--- config.mk ---
export PLATFORM = sky130hd
export DESIGN_NAME = core_regulator_power_sequencer
export DESIGN_NICKNAME = d
export VERILOG_FILES = /design/src/pwr_seq_pkg.sv /design/src/seq_timer.sv /design/src/rail_qual.sv /design/src/core_regulator_power_sequencer.sv
export VERILOG_INCLUDE_DIRS = /design/src /design/src/src
export SDC_FILE = /design/constraint.sdc
export NUM_CORES = 1
export LEC_CHECK = 0
export BUFFER_PORTS_ARGS = -buffer_cell sky130_fd_sc_hd__buf_2
export CORE_MARGIN = 5
export CORE_UTILIZATION = 65
export CTS_CLUSTER_SIZE = 24
export DETAILED_ROUTE_END_ITERATION = 16
export HOLD_SLACK_MARGIN = 0.15
export PLACE_DENSITY_LB_ADDON = 0.25
export REMOVE_ABC_BUFFERS = 1
export SLEW_MARGIN = 30
export SYNTH_ARGS = -nofsm -noshare
export SYNTH_HDL_FRONTEND = slang
export SYNTH_HIERARCHICAL = 1
export SYNTH_SLANG_ARGS = --single-unit
--- constraint.sdc ---
create_clock -name i_core_clk -period 3.6 [get_ports i_core_clk]
set_input_delay 0.54 -clock i_core_clk [delete_from_list [all_inputs] [get_ports i_core_clk]]
set_output_delay 0.54 -clock i_core_clk [all_outputs]
set_load 0.01 [all_outputs]
--- src/pwr_seq_cfg.svh ---
// Purpose: timing counts and counter width for the core regulator power sequencer
// Assumes: core clock at 40 MHz (25 ns period)
// Notes: times kept in their printed unit, cycle counts derived from them
`ifndef PWR_SEQ_CFG_SVH
`define PWR_SEQ_CFG_SVH

`define CLK_PERIOD_NS 25
`define PG_TIMEOUT_MS 1000
`define PG_TIMEOUT_CYC ((`PG_TIMEOUT_MS * 1000000) / `CLK_PERIOD_NS)
`define VALID_LOW_MS 1
`define VALID_LOW_CYC ((`VALID_LOW_MS * 1000000 + `CLK_PERIOD_NS - 1) / `CLK_PERIOD_NS)
`define RESET_HOLD_MS 6
`define RESET_HOLD_CYC ((`RESET_HOLD_MS * 1000000 + `CLK_PERIOD_NS - 1) / `CLK_PERIOD_NS)
`define CNT_W 26

`endif

--- src/pwr_seq_pkg.sv ---
// Purpose: types shared by the power sequencer files
// Assumes: nothing beyond the cfg header
// Notes: state codes written out
package pwr_seq_pkg;
    typedef enum logic [2:0] {
        ST_OFF     = 3'h0,
        ST_WAIT_PG = 3'h1,
        ST_RESET   = 3'h2,
        ST_RUN     = 3'h3,
        ST_FAULT   = 3'h4
    } seq_state_e;

    typedef struct packed {
        logic dc_good;
        logic v5_good;
        logic v3_good;
        logic v3s_good;
    } rails_s;

    typedef struct packed {
        logic [25:0] cnt;
        logic done;
    } timer_s;
endpackage

--- src/seq_timer.sv ---
// Purpose: down counter that flags when a loaded interval has elapsed
// Assumes: synchronous active-low reset
// Notes: load restarts the count; done holds until the next load
module seq_timer (
    // clock and reset
    input wire logic i_core_clk,
    input wire logic i_nrst,
    // control
    input wire logic i_load,
    input wire logic [25:0] i_count,
    // status
    output logic o_done
);
    pwr_seq_pkg::timer_s st_q, st_d;

    always_comb begin
        st_d = st_q;
        if (i_load) begin
            st_d.cnt = i_count;
            st_d.done = 1'b0;
        end else if (st_q.cnt != 26'h0) begin
            st_d.cnt = st_q.cnt - 26'h1;
        end else begin
            st_d.done = 1'b1;
        end
    end

    always_ff @(posedge i_core_clk) begin
        if (!i_nrst) begin
            st_q <= '0;
        end else begin
            st_q <= st_d;
        end
    end

    assign o_done = st_q.done;
endmodule // seq_timer

--- src/rail_qual.sv ---
// Purpose: forms the combined rail conditions used by the sequencer
// Assumes: rail-good inputs are synchronous levels
// Notes: registered so decisions use one consistent sample
module rail_qual (
    // clock and reset
    input wire logic i_core_clk,
    input wire logic i_nrst,
    // rails
    input pwr_seq_pkg::rails_s i_rails,
    // results
    output logic o_turn_on_ok,
    output logic o_v3s_good
);
    logic [1:0] q_q, q_d;

    always_comb begin
        q_d = {i_rails.dc_good & i_rails.v5_good & i_rails.v3_good, i_rails.v3s_good};
    end

    always_ff @(posedge i_core_clk) begin
        if (!i_nrst) begin
            q_q <= 2'h0;
        end else begin
            q_q <= q_d;
        end
    end

    assign o_turn_on_ok = q_q[1];
    assign o_v3s_good = q_q[0];
endmodule // rail_qual

--- src/core_regulator_power_sequencer.sv ---
// Purpose: system-side controller that sequences the core regulator and processor reset
// Assumes: all inputs synchronous to i_core_clk; rail-good levels come from comparators
// Notes: the regulator's own behaviour is outside; this block only drives and watches its pins
`include "pwr_seq_cfg.svh"

module core_regulator_power_sequencer #(
    parameter logic [25:0] PG_TIMEOUT_CYC = 26'(`PG_TIMEOUT_CYC),
    parameter logic [25:0] VALID_LOW_CYC = 26'(`VALID_LOW_CYC),
    parameter logic [25:0] RESET_HOLD_CYC = 26'(`RESET_HOLD_CYC)
) (
    // clock and reset
    input wire logic i_core_clk,
    input wire logic i_nrst,
    // rail good indications
    input pwr_seq_pkg::rails_s i_rails,
    // power management controls
    input wire logic i_suspend_b_control,
    input wire logic i_resume_well_reset_n,
    input wire logic i_cpu_clock_halt_n,
    // regulator pins
    input wire logic i_regulator_power_good,
    output logic o_regulator_enable,
    // system outputs
    output logic o_system_power_ok,
    output logic o_processor_reset,
    output logic o_clock_gen_halt_n,
    output logic o_core_speed_select,
    output logic o_pg_timeout
);
    typedef struct packed {
        pwr_seq_pkg::seq_state_e state;
        logic en;
        logic pok;
        logic rst;
        logic halt_n;
        logic spd;
        logic tmo;
        logic low_met;
    } state_s;

    state_s s_q, s_d;
    logic turn_on_ok, v3s_good;
    logic ld_tmo, ld_low, ld_rst;
    logic tmo_done, low_done, rst_done;
    logic want_on;
    logic first_q;

    rail_qual u_rail (
        .i_core_clk(i_core_clk),
        .i_nrst(i_nrst),
        .i_rails(i_rails),
        .o_turn_on_ok(turn_on_ok),
        .o_v3s_good(v3s_good)
    );

    // one timer per interval keeps each count independent of the others
    seq_timer u_tmo (
        .i_core_clk(i_core_clk),
        .i_nrst(i_nrst),
        .i_load(ld_tmo),
        .i_count(PG_TIMEOUT_CYC),
        .o_done(tmo_done)
    );

    seq_timer u_low (
        .i_core_clk(i_core_clk),
        .i_nrst(i_nrst),
        .i_load(ld_low),
        .i_count(VALID_LOW_CYC),
        .o_done(low_done)
    );

    seq_timer u_rst (
        .i_core_clk(i_core_clk),
        .i_nrst(i_nrst),
        .i_load(ld_rst),
        .i_count(RESET_HOLD_CYC),
        .o_done(rst_done)
    );

    // the enable request follows suspend control; power good is only ever sampled here
    assign want_on = i_suspend_b_control;

    always_comb begin
        s_d = s_q;
        ld_tmo = 1'b0;
        ld_low = 1'b0;
        ld_rst = 1'b0;
        s_d.halt_n = i_resume_well_reset_n & i_suspend_b_control;
        // speed select driven high before and across the enable edge
        s_d.spd = 1'b1;
        if (low_done) begin
            s_d.low_met = 1'b1;
        end
        // a fresh reset counts as a turn-off, so the very first turn-on
        // also waits out the valid-low time
        if (first_q) begin
            ld_low = 1'b1;
        end
        case (s_q.state)
            pwr_seq_pkg::ST_OFF: begin
                s_d.en = 1'b0;
                s_d.pok = 1'b0;
                s_d.rst = 1'b1;
                // rails checked afresh and valid low time met on every turn-on
                if (want_on && turn_on_ok && s_q.low_met) begin
                    s_d.en = 1'b1;
                    s_d.tmo = 1'b0;
                    s_d.state = pwr_seq_pkg::ST_WAIT_PG;
                    ld_tmo = 1'b1;
                end
            end
            pwr_seq_pkg::ST_WAIT_PG: begin
                if (!want_on || !turn_on_ok) begin
                    s_d.en = 1'b0;
                    s_d.low_met = 1'b0;
                    ld_low = 1'b1;
                    s_d.state = pwr_seq_pkg::ST_OFF;
                end else if (i_regulator_power_good) begin
                    s_d.state = pwr_seq_pkg::ST_RESET;
                end else if (tmo_done) begin
                    s_d.en = 1'b0;
                    s_d.tmo = 1'b1;
                    s_d.low_met = 1'b0;
                    ld_low = 1'b1;
                    s_d.state = pwr_seq_pkg::ST_FAULT;
                end
            end
            pwr_seq_pkg::ST_RESET: begin
                // power ok only while power good already seen high
                s_d.pok = i_regulator_power_good & v3s_good;
                if (!s_d.pok || !s_q.pok || !i_cpu_clock_halt_n || !s_d.halt_n) begin
                    ld_rst = 1'b1;
                end
                if (!want_on || !turn_on_ok) begin
                    s_d.en = 1'b0;
                    s_d.pok = 1'b0;
                    s_d.low_met = 1'b0;
                    ld_low = 1'b1;
                    s_d.state = pwr_seq_pkg::ST_OFF;
                end else if (!ld_rst && rst_done) begin
                    // a hold restart in this same cycle wins over the release
                    s_d.rst = 1'b0;
                    s_d.state = pwr_seq_pkg::ST_RUN;
                end
            end
            pwr_seq_pkg::ST_RUN: begin
                s_d.pok = i_regulator_power_good & v3s_good;
                if (!want_on || !turn_on_ok) begin
                    s_d.en = 1'b0;
                    s_d.pok = 1'b0;
                    s_d.rst = 1'b1;
                    s_d.low_met = 1'b0;
                    ld_low = 1'b1;
                    s_d.state = pwr_seq_pkg::ST_OFF;
                end else if (!s_d.pok || !i_cpu_clock_halt_n || !s_d.halt_n) begin
                    s_d.rst = 1'b1;
                    ld_rst = 1'b1;
                    s_d.state = pwr_seq_pkg::ST_RESET;
                end
            end
            pwr_seq_pkg::ST_FAULT: begin
                // retry needs suspend control cycled low so a dead regulator is not hammered
                s_d.en = 1'b0;
                if (!want_on) begin
                    s_d.state = pwr_seq_pkg::ST_OFF;
                end
            end
            default: begin
                s_d.state = pwr_seq_pkg::ST_OFF;
                s_d.en = 1'b0;
            end
        endcase
    end

    always_ff @(posedge i_core_clk) begin
        if (!i_nrst) begin
            s_q <= '{state: pwr_seq_pkg::ST_OFF, en: 1'b0, pok: 1'b0, rst: 1'b1,
                     halt_n: 1'b0, spd: 1'b1, tmo: 1'b0, low_met: 1'b0};
        end else begin
            s_q <= s_d;
        end
    end

    // the first valid-low interval starts at reset release
    always_ff @(posedge i_core_clk) begin
        if (!i_nrst) begin
            first_q <= 1'b1;
        end else begin
            first_q <= 1'b0;
        end
    end

    assign o_regulator_enable = s_q.en;
    assign o_system_power_ok = s_q.pok;
    assign o_processor_reset = s_q.rst;
    assign o_clock_gen_halt_n = s_q.halt_n;
    assign o_core_speed_select = s_q.spd;
    assign o_pg_timeout = s_q.tmo;

    logic [25:0] low_cnt_q;
    always_ff @(posedge i_core_clk) begin
        if (!i_nrst) begin
            low_cnt_q <= 26'h0;
        end else if (s_q.en) begin
            low_cnt_q <= 26'h0;
        end else if (low_cnt_q != 26'h3FFFFFF) begin
            low_cnt_q <= low_cnt_q + 26'h1;
        end
    end

    // cycles spent waiting for power good, held against the one-second limit;
    // a timeout that fires early would cut off a slow but healthy regulator
    logic [25:0] wait_cnt_q;
    always_ff @(posedge i_core_clk) begin
        if (!i_nrst || s_q.state != pwr_seq_pkg::ST_WAIT_PG) begin
            wait_cnt_q <= 26'h0;
        end else begin
            wait_cnt_q <= wait_cnt_q + 26'h1;
        end
    end

    // cycles of reset with power ok up and both halts inactive
    logic [25:0] hold_cnt_q;
    always_ff @(posedge i_core_clk) begin
        if (!i_nrst || !o_system_power_ok || !o_processor_reset || !i_cpu_clock_halt_n
            || !(i_resume_well_reset_n && i_suspend_b_control)) begin
            hold_cnt_q <= 26'h0;
        end else if (hold_cnt_q != 26'h3FFFFFF) begin
            hold_cnt_q <= hold_cnt_q + 26'h1;
        end
    end

    power_ok_gated_a: assert property (@(posedge i_core_clk) disable iff (!i_nrst)
        o_system_power_ok |-> $past(i_regulator_power_good) && $past(v3s_good))
        else $error("power ok without power good and 3v3");
    power_ok_after_pg_a: assert property (@(posedge i_core_clk) disable iff (!i_nrst)
        $rose(o_system_power_ok) |-> $past(i_regulator_power_good))
        else $error("power ok rose before power good");
    enable_rails_a: assert property (@(posedge i_core_clk) disable iff (!i_nrst)
        $rose(o_regulator_enable) |-> $past(turn_on_ok) && $past(want_on))
        else $error("enable raised without rails good");
    valid_low_a: assert property (@(posedge i_core_clk) disable iff (!i_nrst)
        $rose(o_regulator_enable) |-> $past(low_cnt_q) >= VALID_LOW_CYC)
        else $error("enable low time too short");
    timeout_drop_a: assert property (@(posedge i_core_clk) disable iff (!i_nrst)
        $rose(o_pg_timeout) |-> !o_regulator_enable)
        else $error("enable kept after power good timeout");
    halt_and_a: assert property (@(posedge i_core_clk) disable iff (!i_nrst)
        ##1 o_clock_gen_halt_n == ($past(i_resume_well_reset_n) && $past(i_suspend_b_control)))
        else $error("clock halt not the AND of its inputs");
    speed_at_enable_a: assert property (@(posedge i_core_clk) disable iff (!i_nrst)
        $rose(o_regulator_enable) |-> o_core_speed_select && $past(o_core_speed_select))
        else $error("speed select low at enable edge");
    reset_release_a: assert property (@(posedge i_core_clk) disable iff (!i_nrst)
        $fell(o_processor_reset) |-> $past(o_system_power_ok, 2) && o_system_power_ok)
        else $error("reset released without power ok held");
    pg_loss_a: assert property (@(posedge i_core_clk) disable iff (!i_nrst)
        (s_q.state == pwr_seq_pkg::ST_RUN && !i_regulator_power_good && want_on && turn_on_ok)
        |=> o_processor_reset && !o_system_power_ok)
        else $error("power good loss did not reset");
    off_first_a: assert property (@(posedge i_core_clk) disable iff (!i_nrst || first_q)
        (s_q.en && !want_on) |=> !o_regulator_enable)
        else $error("enable not dropped on suspend");

    // power ok and a released reset only ever stand inside an enabled window
    ok_needs_enable_a: assert property (@(posedge i_core_clk) disable iff (!i_nrst)
        o_system_power_ok |-> o_regulator_enable)
        else $error("power ok while regulator disabled");
    reset_without_ok_a: assert property (@(posedge i_core_clk) disable iff (!i_nrst)
        !o_system_power_ok |-> o_processor_reset)
        else $error("processor reset released without power ok");
    timeout_not_early_a: assert property (@(posedge i_core_clk) disable iff (!i_nrst)
        $rose(o_pg_timeout) |-> $past(wait_cnt_q) >= PG_TIMEOUT_CYC)
        else $error("power good timeout fired early");
    wait_bounded_a: assert property (@(posedge i_core_clk) disable iff (!i_nrst)
        wait_cnt_q <= PG_TIMEOUT_CYC + 26'h2)
        else $error("power good wait exceeded the limit");
    reset_hold_a: assert property (@(posedge i_core_clk) disable iff (!i_nrst)
        $fell(o_processor_reset) |-> $past(hold_cnt_q) >= RESET_HOLD_CYC)
        else $error("processor reset hold too short");
    fault_stays_off_a: assert property (@(posedge i_core_clk) disable iff (!i_nrst)
        (s_q.state == pwr_seq_pkg::ST_FAULT && want_on) |=> !o_regulator_enable)
        else $error("enable retried after timeout");
endmodule // core_regulator_power_sequencer

==> out/metrics.csv, run 1 <==
stage,metric,value,unit
floorplanning,Die ar.,9470,sq um
floorplanning,IO Pins,16,
global_routing,largest net degree at the start of global routing,41,
clock_network,# H-tree levels,3,
drt,antenna-violating nets left,0,
worst_setup_path,CP startpoint,u_low/st_q[1],
logic_synthesis,main combinational cell family by area after synthesis,simple AND/OR/NAND/NOR gates,
timing,setup TNS,0,ns
timing,fin crit period,2.60,ns
worst_setup_path,critical path type,reg -> reg,
floorplanning,Initial Utilization,67.6,%
logic_synthesis,syn_area_per_cell,8.40,sq um
drt,Via density,5.46,
logic_synthesis,post-synthesis adder-cell area fraction,0.757,%
worst_setup_path,worst path required time,3.82,ns
logic_synthesis,fraction of registers with async set/reset,0,%
worst_setup_path,Reg2Reg Setup Slack,1.0,ns
logic_synthesis,Synth Instances,590,
worst_setup_path,CP Launch Type,flip-flop,
placement,GPL Wtd Cong,0.828,
cells_and_area,share of cells above drive strength 1,10.1,%
floorplanning,row count,31,
cells_and_area,fill count,551,
worst_setup_path,"Critical Path, Cell by Cell","inv_1, ha_1, nor3b_1, nand4b_1, nor3_2, buf_4, or2b_2, o21ai_0",
global_routing,number of global-route vias before repair,4063,
cells_and_area,"commonest non-fill, non-tap cell in the layout",dfxtp_1,
clock_network,Post-CTS Setup Bufs,0,
logic_synthesis,#FFs+latches synth,93,
timing,Tcrit/Tclk final,72.3,%
worst_setup_path,r2r startpoint,u_low/st_q[1],
worst_hold_path,worst hold-check path type,in -> reg,
cells_and_area,total inserted antenna cells,0,
drt,drt wl/cell,13.5,um
worst_hold_path,WHS Path Cells,2,
worst_setup_path,FF-to-FF path depth,8,
worst_hold_path,Worst Hold Launch,i_rails[0],
power,Static Leak,0.00209,uW
floorplanning,Die Span Y,97.3,um
logic_synthesis,xor/xnor share of the synthesized area,11.3,%
worst_hold_path,hold endpoint,u_rail/q_q[0],
worst_setup_path,"slowest stage delay, CP",0.60,ns
clock_network,CTS sink count,93,
global_routing,GRT Util Overall,23.1,%
floorplanning,core area,7330,sq um
timing,Worst Tran Pin Value,0.794,ns
worst_setup_path,buffer and inverter count on the worst path,2,
logic_synthesis,multiplexer area fraction after synthesis,0,%
drt,vias,4218,
worst_setup_path,worst reg2reg endpoint,u_low/st_q[17],
cells_and_area,"commonest non-fill, non-tap cells in the layout","dfxtp_1 (93), nand2_1 (86), conb_1 (79)",
global_routing,initial antenna violation count,0,
worst_setup_path,Critical Path AT,2.83,ns
timing,fin. max-slew vios,0,
clock_network,Post-CTS Hold Fix Bufs,0,
timing,Hold WS,0.413,ns
timing,endpoints failing setup,0,
worst_setup_path,critical path's slowest cell,nor3b_1,
clock_network,CTS buffer count,9,
logic_synthesis,Post-Synth Simple-Gate Area,32.3,%
drt,initial DRC count,185,
placement,Detailed Place HPWL,7.32,mm
clock_network,worst skew pair latency,0.35,ns
flow_run,max-cap violation count,0,
cells_and_area,nets@finish,685,
clock_network,CTS tree,done,
logic_synthesis,synthesized area,4960,sq um
status,status,"finished, final reports clean",
drt,Residual DRC,0,
logic_synthesis,"Top FF cell, synth",dfxtp_1,
placement,input/output buffers,14,
global_routing,grt total ovfl,0,
floorplanning,DIE WIDTH,97.3,um
logic_synthesis,register area share after synthesis,37.6,%
worst_setup_path,CP top delay family,simple AND/OR/NAND/NOR gates,
timing,Final Hold Vio Count,0,
logic_synthesis,complex-gate fraction of the synthesized area,14.3,%
logic_synthesis,"EDFF count, synth",0,
drt,DR pass1 iterations,4,
timing,RSZ-0062 raised after global routing,false,
worst_setup_path,Max Fanout on Critical Path,17,
timing,Slew Limit Headroom,46.6,%
global_routing,first-pass GRT wire length,18.5,mm
clock_network,Clock transition at path regs,0.08,ns
timing,clock skew,0.00602,ns
power,peak supply drop,0.000415,V
clock_network,Bufs on Longest Clock Path,2,
clock_network,Post-CTS Resized,0,
power,Pwr Density,766,nW/um^2
logic_synthesis,Syn. warnings,6,
drt,final wirelength,10.4,mm
timing,Max Fclk,0.384,GHz
worst_setup_path,critical path capture point type,flip-flop,
clock_network,Root Driver,clkbuf_8,
logic_synthesis,Yosys cell types,59,
cells_and_area,Layout area overhead,10.7,%
==> worst max-delay path by stage <==
| stage | endpoint | cells after the start |
|---|---|---|
| final | u_low/st_q[17] | 8 |
| after global placement | u_rst/st_q[17] | 8 |
| after CTS | u_low/st_q[17] | 8 |
| after floorplan | u_rst/st_q[16] | 7 |
| after global routing | u_rst/st_q[17] | 8 |
| after detailed placement | u_low/st_q[17] | 8 |
==> kinds of logic after synthesis <==
kind of cell	count (synthesis)
compound gates	115
flops	93
fa+ha+maj	3
simple gates	278
other cells	2
xor+xnor	64
buf+inv	35
==> power breakdown <==
group          switching (uW)  internal, uW  leakage [uW]  total [uW]
Combinational            1070           939       0.00125        2010
Sequential                304          1300      0.000763        1600
Clock                     335           258     0.0000771         593
Total                    1710          2490       0.00209        4200
==> Yosys cell counts (all sizes together), types with 5 or more instances <==
| cell type | count | area, sq um |
|---|---|---|
| or2 | 5 | 31.3 |
| buf | 11 | 90.1 |
| or4 | 11 | 109 |
| nor4 | 22 | 209 |
| nand2 | 86 | 323 |
| o21ai | 56 | 280 |
| and2 | 16 | 101 |
| nand4 | 6 | 43.8 |
| a21oi | 18 | 90.1 |
| nor2b | 6 | 37.5 |
| a31oi | 6 | 37.5 |
| inv | 11 | 41.3 |
| nor2 | 35 | 131 |
| clkbuf | 13 | 48.8 |
| dfxtp | 93 | 1860 |
| or3 | 22 | 153 |
| o31ai | 15 | 113 |
| nand3 | 14 | 70.1 |
| and3 | 6 | 37.5 |
| nand2b | 7 | 43.8 |
| xnor2 | 47 | 412 |
| xor2 | 17 | 149 |
| nor3 | 25 | 150 |
==> cell type report <==
cell class | instances | area, sq um | area share, %
clock buffer | 11 | 141 | 2.58
multi-input combinational | 539 | 3200 | 58.4
clock inverter | 2 | 12.5 | 0.228
tap | 99 | 124 | 2.26
sequential | 93 | 1860 | 33.9
timing repair buffer | 18 | 100 | 1.83
inverter | 11 | 41.3 | 0.753
==> metrics by stage <==
| stage | setup slack [ns] | cell area [sq um] | total power [uW] | instances | utilization (%) |
|---|---|---|---|---|---|
| floorplan | 0.941 | 5110 | 3190 | 643 | - |
| global placement | 1.12 | 5330 | 3500 | 760 | 72.7 |
| detailed placement | 1.06 | 5330 | 3600 | 760 | 72.7 |
| CTS | 0.992 | 5480 | 4220 | 773 | 74.8 |
| global route | 0.793 | 5480 | 4530 | 773 | 74.8 |
| finish | 0.996 | 5480 | 4200 | 773 | 74.8 |
==> per-layer routing <==
layer  wire length [um]  track usage, %  share of wire (%)  vias to the layer above
li1                   -               -                  -                     2169
met4                109            6.82                1.0                        0
met3                378            5.03                3.6                       10
met5                  0               0                  0                        -
met1               4910            29.9                 47                     1974
met2               5030            38.6                 48                       65
==> registers in the layout, indices dropped and copies added, names as in the netlist, 2 cells and up <==
signal and flops:
u_low/st_q 26, u_rst/st_q 26, u_tmo/st_q 26, s_q 4
u_rail/q_q 2
No activity file was read; power rests on OpenSTA's default activity.
==> run 2: changes to the inputs <==
--- a/config.mk
+++ b/config.mk
@@ -8,7 +8,7 @@
 export LEC_CHECK = 0
 export BUFFER_PORTS_ARGS = -buffer_cell sky130_fd_sc_hd__buf_2
 export CORE_MARGIN = 5
-export CORE_UTILIZATION = 65
+export CORE_UTILIZATION = 62
 export CTS_CLUSTER_SIZE = 24
 export DETAILED_ROUTE_END_ITERATION = 16
 export HOLD_SLACK_MARGIN = 0.15
==> constraint.sdc (replaced) <==
create_clock -name i_core_clk -period 2.4 [get_ports i_core_clk]
set_input_delay 0.36 -clock i_core_clk [delete_from_list [all_inputs] [get_ports i_core_clk]]
set_output_delay 0.36 -clock i_core_clk [all_outputs]
set_load 0.01 [all_outputs]
==> run 2 against run 1 <==
Combinational power grew 56%. Hold slack lost 0.19 ns. Clock power grew 68%. Final area grew 2.9%. Flip-flop and latch count is the same.
==> out/metrics.csv, run 2 (synthesis gave the netlist of run 1 again) <==
stage,metric,value,unit,change
cells_and_area,Finished Cell Area,5640,sq um,+2.9%
drt,antenna-violating nets left,0,,unchanged
timing,fin. max-slew vios,0,,unchanged
worst_setup_path,CP Launch Type,flip-flop,,
placement,GPL Wtd Cong,0.840,,+1.4%
cells_and_area,"commonest non-fill, non-tap cells in the layout","dfxtp_1 (93), nand2_1 (86), conb_1 (79)",,
placement,input/output buffers,14,,unchanged
clock_network,worst skew pair latency,0.35,ns,about the same
timing,Slew Limit Headroom,56.5,%,+9.9 points
floorplanning,Initial Utilization,63.8,%,-3.8 points
drt,initial DRC count,258,,+39%
timing,fin crit period,2.13,ns,-0.474 ns
timing,Max Fclk,0.469,GHz,+22%
worst_setup_path,Critical Path AT,2.36,ns,-0.47 ns
cells_and_area,Layout area overhead,13.8,%,
power,Static Leak,0.00219,uW,+4.9%
clock_network,Post-CTS Setup Bufs,0,,unchanged
timing,RSZ-0062 raised after global routing,false,,
flow_run,max-cap violation count,0,,unchanged
drt,final wirelength,10.6,mm,+1.8%
placement,Detailed Place HPWL,7.64,mm,+4.4%
clock_network,Clock transition at path regs,0.08,ns,about the same
floorplanning,core area,7770,sq um,+6.0%
clock_network,Bufs on Longest Clock Path,2,,unchanged
floorplanning,Die ar.,9880,sq um,+4.3%
timing,endpoints failing setup,0,,unchanged
global_routing,largest net degree at the start of global routing,18,,-56%
worst_setup_path,worst path required time,2.63,ns,-1.19 ns
worst_setup_path,critical path type,reg -> reg,,
worst_setup_path,critical path capture point type,flip-flop,,
floorplanning,row count,32,,+3.2%
global_routing,number of global-route vias before repair,4159,,+2.4%
power,Pwr Density,1150,nW/um^2,+51%
clock_network,Root Driver,clkbuf_8,,
drt,Via density,5.44,,-0.34%
drt,DR pass1 iterations,5,,+1
timing,clock skew,0.00770,ns,+0.00168 ns
timing,setup TNS,0,ns,unchanged
clock_network,CTS sink count,93,,unchanged
cells_and_area,multi-input logic area,3200,sq um,unchanged
floorplanning,DIE WIDTH,99.4,um,+2.1%
floorplanning,Die Span Y,99.4,um,+2.1%
worst_setup_path,"slowest stage delay, CP",0.55,ns,-0.05 ns
worst_setup_path,critical path's slowest cell,or4_4,,
placement,area post-placement,5460,sq um,+2.5%
clock_network,Post-CTS Hold Fix Bufs,0,,unchanged
power,total power,6510,uW,+55%
placement,DP Worst Slack,0.200,ns,-0.861 ns
clock_network,Post-CTS Resized,0,,unchanged
floorplanning,IO Pins,16,,unchanged
drt,drt wl/cell,13.4,um,-0.92%
cells_and_area,largest registers in the final layout,"u_low/st_q x26, u_rst/st_q x26, u_tmo/st_q x26",,
timing,PnR worst setup slack,0.270,ns,-0.726 ns
cells_and_area,register area,1860,sq um,unchanged
worst_setup_path,"Critical Path, Cell by Cell","or4_4, or3_1, nor3_2, or2b_2, o21ai_0",,
cells_and_area,"commonest non-fill, non-tap cell in the layout",dfxtp_1,,
worst_setup_path,Max Fanout on Critical Path,17,,unchanged
worst_setup_path,Reg2Reg Setup Slack,0.27,ns,-0.73 ns
timing,Tcrit/Tclk final,88.8,%,+16 points
clock_network,# H-tree levels,3,,unchanged
clock_network,CTS tree,done,,
status,status,"finished, final reports clean",,
timing,Final Hold Vio Count,0,,unchanged
power,peak supply drop,0.000785,V,+89%
global_routing,first-pass GRT wire length,18.5,mm,-0.26%
drt,vias,4318,,+2.4%
timing,Worst Tran Pin Value,0.645,ns,-0.149 ns
worst_hold_path,worst hold-check path type,in -> reg,,
cells_and_area,total inserted antenna cells,0,,unchanged
drt,Residual DRC,0,,unchanged
global_routing,GRT Util Overall,22.4,%,-0.68 points
global_routing,grt total ovfl,0,,unchanged
global_routing,initial antenna violation count,0,,unchanged
cells_and_area,fill count,622,,+13%
cells_and_area,share of cells above drive strength 1,12.3,%,+2.2 points
timing,Hold WS,0.223,ns,-0.190 ns
cells_and_area,nets@finish,702,,+2.5%
clock_network,CTS buffer count,9,,unchanged
-- run 2: cell count changes in the layout (fill, tap and decap cells not counted) --
| cell | delta |
|---|---|
| clkbuf_1 | +1 |
| buf_4 | +17 |
| bufinv_16 | +1 |
| clkinvlp_4 | -1 |
-- run 2: layout make-up --
cell class	instances	area share (%)
clock buffers	12	2.57
inverters	11	0.732
clock inverters	2	0.621
multi-input cells	539	56.8
repair buffers	35	4.04
flip-flops and latches	93	33.0
well taps	102	2.26
-- run 2: stage by stage --
stage,cells,utilization [%]
6_report,794,72.6
5_1_grt,794,72.6
4_1_cts,794,72.6
3_5_place_dp,780,70.3
3_3_place_gp,780,70.3
2_1_floorplan,643,-
-- run 2: path summary, 6_finish.rpt --
kind,startpoint,to,cells after the start
worst min-delay path,i_rails[0],u_rail/q_q[0],2
worst min register to register,u_low/o_done,u_low/o_done,2
worst max register to register,u_rst/st_q[22],u_rst/st_q[14],5
worst max-delay path,u_rst/st_q[22],u_rst/st_q[14],5
-- run 2: metal layers --
metal  vias up  share of wire [%]  global-route usage [%]
li1       2206                  -                       -
met1      1991                 46                    29.3
met2       107                 47                    36.3
met3        14                5.3                    5.47
met4         0                1.4                    7.35
met5         -                  0                       0
-- run 2: worst max-delay path, delay by kind of cell (launching register included) --
| kind | cells | cell delay, ns |
|---|---|---|
| compound gates | 1 | 0.14 |
| flops | 1 | 0.34 |
| simple gates | 4 | 1.53 |
-- run 2: report_power, final --
part	internal [uW]	switching (uW)
Combinational	1500	1640
Sequential	1950	426
Clock	499	500
Total	3940	2560
